## src/shared/qsc_map.svh

```systemverilog
`ifndef QSC_MAP_SVH
`define QSC_MAP_SVH
// ============================================================
// Register word addresses
`define QSC_A_CR0    8'h00
`define QSC_A_CR1    8'h01
`define QSC_A_CR2    8'h02
`define QSC_A_CR3    8'h03
`define QSC_A_STAT   8'h04
`define QSC_A_IDLE   8'h05
// ============================================================
// Queue RAM pages (upper address nibble)
`define QSC_P_TX     4'h1
`define QSC_P_RX     4'h2
`define QSC_P_CMD    4'h3
// ============================================================
// Command byte fields
`define QSC_CMD_KEEP_SELECT_ASSERTED 7
`define QSC_CMD_DT   5
// ============================================================
// Delay counts in system clock cycles, and the shift applied to the programmed count
`define QSC_STD_DLY  14'h0011
`define QSC_ZERO_DLY 14'h2000
`define QSC_DLY_SH   5
`endif

```

## src/shared/qsc_pkg.sv

```systemverilog
package qsc_pkg;
    typedef enum logic [5:0] {
        S_IDLE  = 6'b000001,
        S_LOAD  = 6'b000010,
        S_XFER  = 6'b000100,
        S_STORE = 6'b001000,
        S_PAUSE = 6'b010000,
        S_DELAY = 6'b100000
    } qsc_seq_t;
    typedef enum logic [2:0] {
        T_IDLE  = 3'b001,
        T_LEAD  = 3'b010,
        T_SHIFT = 3'b100
    } qsc_shf_t;
endpackage

```

## src/shared/qsc_shift_if.sv

```systemverilog
interface qsc_shift_if;
    logic        start;
    logic [15:0] txd;
    logic [3:0]  len;
    logic [7:0]  div;
    logic [6:0]  lead;
    logic        cpol;
    logic        cpha;
    logic        loop;
    logic        miso;
    logic        done;
    logic [15:0] rxd;
    logic        sck;
    logic        mosi;
    modport ctl (output start, txd, len, div, lead, cpol, cpha, loop,
                 miso, input done, rxd, sck, mosi);
    modport shf (input start, txd, len, div, lead, cpol, cpha, loop,
                 miso, output done, rxd, sck, mosi);
endinterface

```

## src/hw/qsc_shifter.sv

```systemverilog
module qsc_shifter (
    input  wire logic  sys_clk,
    input  wire logic  rst_n,
    qsc_shift_if.shf   s
);
    // ========================================================
    // Derived settings
    qsc_pkg::qsc_shf_t st_q;
    logic [7:0]  cnt_q;
    logic [4:0]  edge_q;
    logic [15:0] sh_q;
    logic [15:0] rx_q;
    logic        ph_q;
    logic        out_q;
    logic        done_q;
    wire  [4:0]  nbits = (s.len == 4'h0) ? 5'h10 : {1'b0, s.len};
    wire  [15:0] algn  = s.txd << (5'h10 - nbits);
    wire  [7:0]  half  = (s.div == 8'h00) ? 8'h01 : s.div;
    wire  [7:0]  leadn = (s.lead == 7'h00) ? 8'h01 : {1'b0, s.lead};
    wire         lead_e = ~ph_q;
    wire         samp  = lead_e ^ s.cpha;
    // Last of 2n edges; n-1 fits in 4 bits even for a 16-bit frame
    wire  [3:0]  nlast = 4'(nbits - 5'h01);
    wire         last  = (edge_q == {nlast, 1'b1});
    wire         rxin  = s.loop ? out_q : s.miso;
    assign s.sck  = s.cpol ^ ph_q;
    assign s.mosi = out_q;
    assign s.rxd  = rx_q;
    assign s.done = done_q;
    // ========================================================
    // Lead delay then one clock edge per half period
    always_ff @(posedge sys_clk or negedge rst_n) begin
        if (!rst_n) begin
            st_q   <= qsc_pkg::T_IDLE;
            cnt_q  <= 8'h00;
            edge_q <= 5'h00;
            sh_q   <= 16'h0000;
            rx_q   <= 16'h0000;
            ph_q   <= 1'b0;
            out_q  <= 1'b0;
            done_q <= 1'b0;
        end else begin
            done_q <= 1'b0;
            unique case (st_q)
                qsc_pkg::T_IDLE: begin
                    if (s.start) begin
                        st_q   <= qsc_pkg::T_LEAD;
                        cnt_q  <= leadn - 8'h01;
                        edge_q <= 5'h00;
                        ph_q   <= 1'b0;
                        out_q  <= s.cpha ? out_q : algn[15];
                        sh_q   <= s.cpha ? algn : (algn << 1);
                    end
                end
                qsc_pkg::T_LEAD: begin
                    cnt_q <= cnt_q - 8'h01;
                    if (cnt_q == 8'h00) begin
                        st_q  <= qsc_pkg::T_SHIFT;
                        cnt_q <= half - 8'h01;
                    end
                end
                qsc_pkg::T_SHIFT: begin
                    cnt_q <= cnt_q - 8'h01;
                    if (cnt_q == 8'h00) begin
                        cnt_q  <= half - 8'h01;
                        ph_q   <= ~ph_q;
                        edge_q <= edge_q + 5'h01;
                        if (samp) begin
                            rx_q <= {rx_q[14:0], rxin};
                        end else begin
                            out_q <= sh_q[15];
                            sh_q  <= sh_q << 1;
                        end
                        if (last) begin
                            st_q   <= qsc_pkg::T_IDLE;
                            done_q <= 1'b1;
                        end
                    end
                end
            endcase
        end
    end
endmodule // qsc_shifter

```

## src/hw/qsc_top.sv

```systemverilog
`include "qsc_map.svh"
// Function
// - Programmed delay lasts 32 times the count, for counts 1 to 255.
// - Programmed count of zero gives 8192 cycles.
// - Command delay bit picks standard or programmed delay.
// - Standard delay after a transfer is 17 cycles.
// - Enabling in master mode starts the queue at the new queue pointer; in slave mode it sets mode fault.
// - Transmit word at pointer goes out; received word stored there.
// - After last bit, pointer copied to completed pointer, then incremented.
// - Written new pointer takes effect after the running transfer.
// - Keep-select commands hold selects during and between transfers.
// - Changed select pattern waits until next transfer begins.
// - Without keep-select, idle data drives pins between transfers.
// - Queue end sets done flag; enable raises interrupt.
// - Queue end clears enable and stops unless wrap is on.
// - End pointer, wrap enable and wrap target steer queue end.
// - Rate, phase, polarity, length, master and open-drain apply.
// - Pause at queue end, pause/fault interrupt and loopback apply.
// - Lead delay count is inserted before each transfer.
// - After reset nothing runs until software enables it.
module qsc_top #(
    parameter int QD = 16
) (
    input  wire logic        sys_clk,
    input  wire logic        rst_n,
    input  wire logic [7:0]  addr,
    input  wire logic [15:0] wdata,
    input  wire logic        wr,
    input  wire logic        rd,
    output logic      [15:0] rdata,
    output logic             irq,
    output logic             sck_o,
    output logic             sck_oe,
    output logic             mosi_o,
    output logic             mosi_oe,
    output logic      [3:0]  pcs_o,
    output logic      [3:0]  pcs_oe,
    input  wire logic        miso_i
);
    // ========================================================
    // Parameter check
    if (QD < 2 || QD > 16 || (QD & (QD - 1)) != 0) begin : g_chk
        $error("QD must be a power of two from 2 to 16");
    end
    localparam logic [3:0] QM = 4'(QD - 1);

    function automatic logic hit(input logic [7:0] a,
                                 input logic [7:0] off);
        hit = (a == off);
    endfunction

    function automatic logic page(input logic [7:0] a,
                                  input logic [3:0] pg);
        page = (a[7:4] == pg) && ((a[3:0] & ~QM) == 4'h0);
    endfunction

    // ========================================================
    // Registers and memories
    logic [7:0]  br_q;
    logic        cpha_q;
    logic        cpol_q;
    logic [3:0]  bits_q;
    logic        controller_select_q;
    logic        open_drain_select_q;
    logic [7:0]  dtl_q;
    logic [6:0]  lead_q;
    logic        spe_q;
    logic [3:0]  nqp_q;
    logic [3:0]  eqp_q;
    logic [3:0]  wrap_target_q;
    logic        wrap_enable_q;
    logic        queue_done_irq_enable_q;
    logic        halt_q;
    logic        pause_fault_irq_enable_q;
    logic        loop_q;
    logic        queue_done_flag_q;
    logic        haltf_q;
    logic        modf_q;
    logic [3:0]  cpt_q;
    logic [5:0]  idle_q;
    logic        npend_q;
    logic [3:0]  ptr_q;
    logic [13:0] dly_q;
    logic [7:0]  cmd_l_q;
    logic        miso_s1_q;
    logic        miso_s2_q;
    logic [15:0] tx_mem  [QD];
    logic [15:0] rx_mem  [QD];
    logic [7:0]  cmd_mem [QD];
    qsc_pkg::qsc_seq_t st_q;
    qsc_pkg::qsc_seq_t st_d;

    qsc_shift_if u_sif ();

    // ========================================================
    // Bus decode
    wire we_cr0  = wr && hit(addr, `QSC_A_CR0);
    wire we_cr1  = wr && hit(addr, `QSC_A_CR1);
    wire we_cr2  = wr && hit(addr, `QSC_A_CR2);
    wire we_cr3  = wr && hit(addr, `QSC_A_CR3);
    wire we_stat = wr && hit(addr, `QSC_A_STAT);
    wire we_idle = wr && hit(addr, `QSC_A_IDLE);
    wire we_tx   = wr && page(addr, `QSC_P_TX);
    wire we_cmd  = wr && page(addr, `QSC_P_CMD);
    wire [3:0] ai = addr[3:0] & QM;

    // ========================================================
    // Sequencer decode
    wire [3:0]  pi     = ptr_q & QM;
    wire [7:0]  cmd_w  = cmd_mem[pi];
    wire        keep_select_asserted   = cmd_l_q[`QSC_CMD_KEEP_SELECT_ASSERTED];
    wire        dt     = cmd_l_q[`QSC_CMD_DT];
    wire        at_end = (ptr_q == eqp_q);
    wire [3:0]  ptr_in = (ptr_q + 4'h1) & QM;
    wire [3:0]  ptr_n  = npend_q ? nqp_q :
                         (at_end && wrap_enable_q) ? wrap_target_q :
                         ptr_in;
    wire [13:0] dly_p  = (dtl_q == 8'h00) ? `QSC_ZERO_DLY
                       : {1'b0, dtl_q, 5'h00};
    wire [13:0] dly_n  = dt ? dly_p : `QSC_STD_DLY;
    wire        store  = (st_q == qsc_pkg::S_STORE);
    wire        start  = (st_q == qsc_pkg::S_IDLE) && spe_q && controller_select_q;
    wire        fault  = (st_q == qsc_pkg::S_IDLE) && spe_q && !controller_select_q;
    wire        dly_ok = (st_q == qsc_pkg::S_DELAY) && (dly_q == 14'h1);
    wire        stop   = store && at_end && !wrap_enable_q;
    wire        done_e = store && at_end;

    // ========================================================
    // Shifter hookup
    assign u_sif.start = (st_q == qsc_pkg::S_LOAD);
    assign u_sif.txd   = tx_mem[pi];
    assign u_sif.len   = bits_q;
    assign u_sif.div   = br_q;
    assign u_sif.lead  = lead_q;
    assign u_sif.cpol  = cpol_q;
    assign u_sif.cpha  = cpha_q;
    assign u_sif.loop  = loop_q;
    assign u_sif.miso  = miso_s2_q;

    qsc_shifter u_shf (
        .sys_clk (sys_clk),
        .rst_n   (rst_n),
        .s       (u_sif)
    );

    // ========================================================
    // Next state
    always_comb begin
        st_d = st_q;
        unique case (st_q)
            qsc_pkg::S_IDLE:  if (start) st_d = qsc_pkg::S_LOAD;
            qsc_pkg::S_LOAD:  st_d = qsc_pkg::S_XFER;
            qsc_pkg::S_XFER:  if (u_sif.done) st_d = qsc_pkg::S_STORE;
            qsc_pkg::S_STORE: st_d = (at_end && halt_q) ?
                                     qsc_pkg::S_PAUSE : qsc_pkg::S_DELAY;
            qsc_pkg::S_PAUSE: if (!halt_q) st_d = qsc_pkg::S_DELAY;
            qsc_pkg::S_DELAY: if (dly_ok) st_d = spe_q ?
                                     qsc_pkg::S_LOAD : qsc_pkg::S_IDLE;
        endcase
    end

    // ========================================================
    // Pin values; transfer pins come from the shifter only in XFER
    wire       xfer   = (st_q == qsc_pkg::S_XFER);
    wire [3:0] pcs_hd = keep_select_asserted ? cmd_l_q[3:0] : idle_q[5:2];
    wire [3:0] pcs_d  = xfer ? cmd_l_q[3:0] : pcs_hd;
    wire       sck_d  = xfer ? u_sif.sck  : idle_q[0];
    wire       mosi_d = xfer ? u_sif.mosi : idle_q[1];
    wire       irq_d  = (queue_done_flag_q && queue_done_irq_enable_q) ||
                        ((haltf_q || modf_q) && pause_fault_irq_enable_q);

    // ========================================================
    // Read mux
    wire [15:0] rd_d =
        hit(addr, `QSC_A_CR0)  ? {open_drain_select_q, controller_select_q, bits_q, cpol_q,
                                  cpha_q, br_q} :
        hit(addr, `QSC_A_CR1)  ? {spe_q, lead_q, dtl_q} :
        hit(addr, `QSC_A_CR2)  ? {2'h0, queue_done_irq_enable_q, wrap_enable_q, wrap_target_q,
                                  eqp_q, nqp_q} :
        hit(addr, `QSC_A_CR3)  ? {13'h0000, loop_q, pause_fault_irq_enable_q, halt_q} :
        hit(addr, `QSC_A_STAT) ? {4'h0, cpt_q, 5'h00, modf_q,
                                  haltf_q, queue_done_flag_q} :
        hit(addr, `QSC_A_IDLE) ? {10'h000, idle_q} :
        page(addr, `QSC_P_TX)  ? tx_mem[ai] :
        page(addr, `QSC_P_RX)  ? rx_mem[ai] :
        page(addr, `QSC_P_CMD) ? {8'h00, cmd_mem[ai]} : 16'h0000;

    // ========================================================
    // Configuration registers
    always_ff @(posedge sys_clk or negedge rst_n) begin
        if (!rst_n) begin
            {open_drain_select_q, controller_select_q, bits_q, cpol_q, cpha_q, br_q} <= 16'h0000;
            {lead_q, dtl_q}          <= 15'h0000;
            {queue_done_irq_enable_q, wrap_enable_q}       <= 2'h0;
            {wrap_target_q, eqp_q, nqp_q}   <= 12'h000;
            {loop_q, pause_fault_irq_enable_q, halt_q} <= 3'h0;
            idle_q                   <= 6'h00;
        end else begin
            if (we_cr0) begin
                {open_drain_select_q, controller_select_q, bits_q, cpol_q, cpha_q, br_q} <= wdata;
            end
            if (we_cr1) begin
                {lead_q, dtl_q} <= wdata[14:0];
            end
            if (we_cr2) begin
                {queue_done_irq_enable_q, wrap_enable_q, wrap_target_q, eqp_q, nqp_q} <= wdata[13:0];
            end
            if (we_cr3) begin
                {loop_q, pause_fault_irq_enable_q, halt_q} <= wdata[2:0];
            end
            if (we_idle) begin
                idle_q <= wdata[5:0];
            end
        end
    end

    // ========================================================
    // Enable and status; hardware sets win over software clears
    always_ff @(posedge sys_clk or negedge rst_n) begin
        if (!rst_n) begin
            spe_q   <= 1'b0;
            queue_done_flag_q  <= 1'b0;
            haltf_q <= 1'b0;
            modf_q  <= 1'b0;
            npend_q <= 1'b0;
        end else begin
            if (we_cr1) begin
                spe_q <= wdata[15];
            end else if (stop || fault) begin
                spe_q <= 1'b0;
            end
            queue_done_flag_q  <= done_e || (queue_done_flag_q && !(we_stat && !wdata[0]));
            haltf_q <= (store && at_end && halt_q) ||
                       (haltf_q && !(we_stat && !wdata[1]));
            modf_q  <= fault || (modf_q && !(we_stat && !wdata[2]));
            // A write in the consuming cycle stays pending
            npend_q <= we_cr2 || (npend_q && !store && !start);
        end
    end

    // ========================================================
    // Sequencer
    always_ff @(posedge sys_clk or negedge rst_n) begin
        if (!rst_n) begin
            st_q    <= qsc_pkg::S_IDLE;
            ptr_q   <= 4'h0;
            cpt_q   <= 4'h0;
            dly_q   <= 14'h0000;
            cmd_l_q <= 8'h00;
        end else begin
            st_q <= st_d;
            if (start) begin
                ptr_q <= nqp_q & QM;
            end
            if (st_q == qsc_pkg::S_LOAD) begin
                cmd_l_q <= cmd_w;
            end
            if (store) begin
                cpt_q <= ptr_q;
                ptr_q <= ptr_n & QM;
                dly_q <= dly_n;
            end
            if (st_q == qsc_pkg::S_DELAY) begin
                dly_q <= dly_q - 14'h0001;
            end
        end
    end

    // ========================================================
    // Memories have no reset; software fills them before use
    always_ff @(posedge sys_clk) begin
        if (we_tx) begin
            tx_mem[ai] <= wdata;
        end
        if (we_cmd) begin
            cmd_mem[ai] <= wdata[7:0];
        end
        if (xfer && u_sif.done) begin
            rx_mem[pi] <= u_sif.rxd;
        end
    end

    // ========================================================
    // Output flops and input synchroniser
    always_ff @(posedge sys_clk or negedge rst_n) begin
        if (!rst_n) begin
            rdata     <= 16'h0000;
            irq       <= 1'b0;
            sck_o     <= 1'b0;
            mosi_o    <= 1'b0;
            pcs_o     <= 4'h0;
            sck_oe    <= 1'b0;
            mosi_oe   <= 1'b0;
            pcs_oe    <= 4'h0;
            miso_s1_q <= 1'b0;
            miso_s2_q <= 1'b0;
        end else begin
            rdata     <= rd ? rd_d : 16'h0000;
            irq       <= irq_d;
            sck_o     <= sck_d;
            mosi_o    <= mosi_d;
            pcs_o     <= pcs_d;
            // Open-drain mode drives only low levels
            sck_oe    <= open_drain_select_q ? !sck_d : 1'b1;
            mosi_oe   <= open_drain_select_q ? !mosi_d : 1'b1;
            pcs_oe    <= open_drain_select_q ? ~pcs_d : 4'hF;
            miso_s1_q <= miso_i;
            miso_s2_q <= miso_s1_q;
        end
    end

    logic [13:0] seen_q;
    logic [7:0]  dtl_l_q;
    always_ff @(posedge sys_clk or negedge rst_n) begin
        if (!rst_n) begin
            seen_q  <= 14'h0000;
            dtl_l_q <= 8'h00;
        end else begin
            seen_q <= (st_q == qsc_pkg::S_DELAY) ?
                      seen_q + 14'h0001 : 14'h0000;
            if (store) begin
                dtl_l_q <= dtl_q;
            end
        end
    end
endmodule // qsc_top

```

## config.mk

```make
export PLATFORM = sky130hd
export DESIGN_NAME = qsc_top
export DESIGN_NICKNAME = d
export VERILOG_FILES = /design/src/shared/qsc_pkg.sv /design/src/shared/qsc_shift_if.sv /design/src/hw/qsc_shifter.sv /design/src/hw/qsc_top.sv
export VERILOG_INCLUDE_DIRS = /design/src /design/src/shared
export SDC_FILE = /design/constraint.sdc
export NUM_CORES = 1
export LEC_CHECK = 0
export BUFFER_PORTS_ARGS = -buffer_cell sky130_fd_sc_hd__buf_2
export CORE_MARGIN = 5
export CORE_UTILIZATION = 35
export CTS_BUF_LIST = sky130_fd_sc_hd__clkbuf_4 sky130_fd_sc_hd__clkbuf_8
export CTS_CLUSTER_DIAMETER = 120
export DETAILED_ROUTE_END_ITERATION = 10
export PLACE_DENSITY = 0.6
export SYNTH_ARGS = -nofsm -noshare
export SYNTH_HDL_FRONTEND = slang
export SYNTH_HIERARCHICAL = 1
export SYNTH_SLANG_ARGS = --single-unit
```

## constraint.sdc

```tcl
create_clock -name sys_clk -period 5 [get_ports sys_clk]
set_input_delay 0.25 -clock sys_clk [delete_from_list [all_inputs] [get_ports sys_clk]]
set_output_delay 0.25 -clock sys_clk [all_outputs]
set_load 0.05 [all_outputs]
```

==> metrics <==
Syn Area/Cell 17.0 µm²; die extent in y 335 µm; CTS root buffer clkbuf_8; clk_lat worst skew 0.82 ns; Resized Gates After CTS 0; Final Instance Area between 0.04 and 0.05 mm²; DRT antenna net count 0; Arr. time, crit path 4.73 ns; worst hold path type input pin to async pin; Layout Nets 2366; Final Power 15.1 mW; FF+latch count, synth 815; worst vdd rail ir drop 0.295 mV; Lkg Pwr 14.4 nW; iteration-0 DRC count of the detailed router ~2300; synthesis-to-layout area growth 14.2%; vias in the first global route approximately 22000; max_slew headroom 23.9%; Fill cells 9552; top_reg_cell synth edfxtp_1; CP max stage delay 0.94 ns; num rows 119; unrepaired setup endpoints after global routing false; TritonCTS clock tree built; worst setup path class flop to flop; hold_ws 0.0486 ns; power per cell area 357 mW/mm²; Detail Placement HPWL 66500 µm; capturing point of the worst reg2reg path u_shf/s.mosi$_DFFE_PN0P_; EDFF count, synth 640; Vias/cell between 5 and 6; Setup TNS Final 0 ns; H-tree levels 4; TritonCTS Buffers 140; Post-DP Area 0.0390 mm²; Max Slew Vio Count 0; Sink Count between 800 and 900; Synthesis Warnings 6; CTS Buffer Depth 3; routed len/inst ~28 µm; area of the die 0.112 mm²; CP cell instances mux4_2 -> mux4_2 -> or4bb_1 -> o211ai_1 -> mux4_2 -> a222oi_1 -> a21oi_1 -> mux2_2; Unique masters post-synth 93; outcome completed; I/O Pins 58; largest net degree at the start of global routing roughly 100; drt pass-1 iters 6; Worst path slowest cell dfrtp_4; routed vias 22100; first-pass GRT wire length ~150000 µm; fin crit period 4.04 ns; Mapped Cells 2179; Peak Freq around 250 MHz; Max Clock Skew 0.0439 ns; final count of hold timing violations 0; IO Port Bufs between 50 and 60; Crit Path Max Fanout 40; worst-margin pin slew 1.13 ns; period utilization 80.8%; Critical R2R Launch pi[0]$_DFFE_PN0P_; Tot GR Track Use 18.6%; layout cells sized above 1 about 32%; Congestion Overflow GR 0; CORE AREA 0.105 mm²; Worst Reg-to-Reg Cells 8; Post-synth ARST share 21.5%; final wirelength about 110000 µm; CP endpoint kind flop; most used cell, CP mux4_2; DR DRC count 0; CP Launch Type flop; Post-Syn Area 0.0370 mm²; Post-CTS Setup Bufs 0; Syn Nets 2218; maxcap violations 0; r2r setup slk about 0.96 ns; Starting Density roughly a third; worst endpoint required time 5.70 ns; clock-pin slew on the worst setup and hold paths 0.06 ns; initial antenna violation count 16; routability cong. ~0.92; Final Setup Violations 0; register area share after synthesis 63.8%; Die W 335 µm
[area by class of cell]
class	instances	area [µm²]	share of cell area, %
repair buffers	150	1110	2.63
well taps	1391	1740	4.12
clock inverters	51	475	1.13
diodes	8	20.0	0.0474
flip-flops and latches	815	23600	55.9
clock buffers	201	2500	5.93
multi-input cells	1192	12700	30.0
inverters	28	105	0.249
[cell families after synthesis]
| logic type | count (synthesis) | synth area share (%) |
|---|---|---|
| mux | 443 | 21.6 |
| fa+ha+maj | 11 | 0.365 |
| compound gates | 296 | 5.56 |
| flops | 815 | 63.8 |
| xor+xnor | 26 | 0.636 |
| buf+inv | 172 | 2.30 |
| simple gates | 416 | 5.69 |
[metal layers]
layer  global-route usage, %  vias up  routed length, µm
li1                        -     9219                  -
met1                    25.8    11700              44500
met2                    29.5     1014              50100
met3                    4.30      174               8520
met4                    5.62        2               2660
met5                       0        -                 13
[metrics by stage]
| stage | util [%] | cells | setup WS (ns) |
|---|---|---|---|
| floorplan | - | 2179 | 1.10 |
| global placement | 37.1 | 3556 | 0.952 |
| detailed placement | 37.1 | 3556 | 0.937 |
| CTS | 40.1 | 3828 | 0.932 |
| global route | 40.2 | 3831 | 0.741 |
| finish | 40.2 | 3836 | 0.962 |
[sequential cells by signal (all words and copies together) (netlist names), 14 cells and up]
signal and cells:
cmd_mem 128, u_shf/s.rxd 16, rdata 16, u_shf/sh_q 16
tx_mem 256, rx_mem 256, dly_q 14
[layout by cell type, fill, tap and decap left out, types with 42 or more instances in the layout]
master    netlist  layout
edfxtp_1      640     640
mux4_2        275     275
dfrtp_1       173     169
clkbuf_8        0     160
nand2_1       114     114
mux2_2         85      85
mux2i_1        74      74
buf_4          18      69
nor2_1         90      68
o21ai_0        62      62
buf_2          41      54
a21oi_1        50      50
nand3_1        44      44
clkbuf_4        0      42
[report_power, final]
part	total (mW)	leakage, nW	internal [mW]	switching (mW)
Clock	6.38	1.57	3.57	2.81
Combinational	1.13	4.72	0.428	0.704
Sequential	7.56	8.13	7.42	0.142
[worst max-delay path by stage]
stage | slack, ns | startpoint | end | cells after the start
after floorplan | 1.10 | pi[0]$_DFFE_PN0P_ | u_shf/s.mosi$_DFFE_PN0P_ | 11
after global placement | 0.95 | pi[0]$_DFFE_PN0P_ | u_shf/s.mosi$_DFFE_PN0P_ | 8
final | 0.96 | pi[0]$_DFFE_PN0P_ | u_shf/s.mosi$_DFFE_PN0P_ | 8
after detailed placement | 0.94 | pi[0]$_DFFE_PN0P_ | u_shf/s.mosi$_DFFE_PN0P_ | 8
after global routing | 0.74 | pi[0]$_DFFE_PN0P_ | u_shf/s.mosi$_DFFE_PN0P_ | 8
after CTS | 0.93 | pi[0]$_DFFE_PN0P_ | u_shf/s.mosi$_DFFE_PN0P_ | 8
[cells in the mapped netlist, drive strengths merged (17+ instances only)]
cell	n	area, µm²
edfxtp	640	19200
mux4	275	6190
dfrtp	173	4330
nand2	115	434
mux2	94	1060
nor2	92	350
buf	87	528
mux2i	74	741
o21ai	65	325
clkbuf	57	216
a21oi	52	275
nand3	44	220
nor3	40	200
a22oi	28	210
inv	27	101
nor2b	21	139
o211ai	19	153
o221ai	19	166
nor4	18	119
xor2	17	149
[repair_timing]
action	4_1_cts	5_1_grt
setup endpoints to repair	0	0
hold buffers	20	0
endpoints found under the hold margin	316	0
[worst max-delay path: cells and delay by family, from the launching register on]
family | cells | cell delay (ns)
AOI/OAI and AO/OA | 3 | 0.71
DFF | 1 | 0.94
muxes | 4 | 2.02
and+or+nand+nor | 1 | 0.21
No activity file was read; power rests on OpenSTA's default activity.
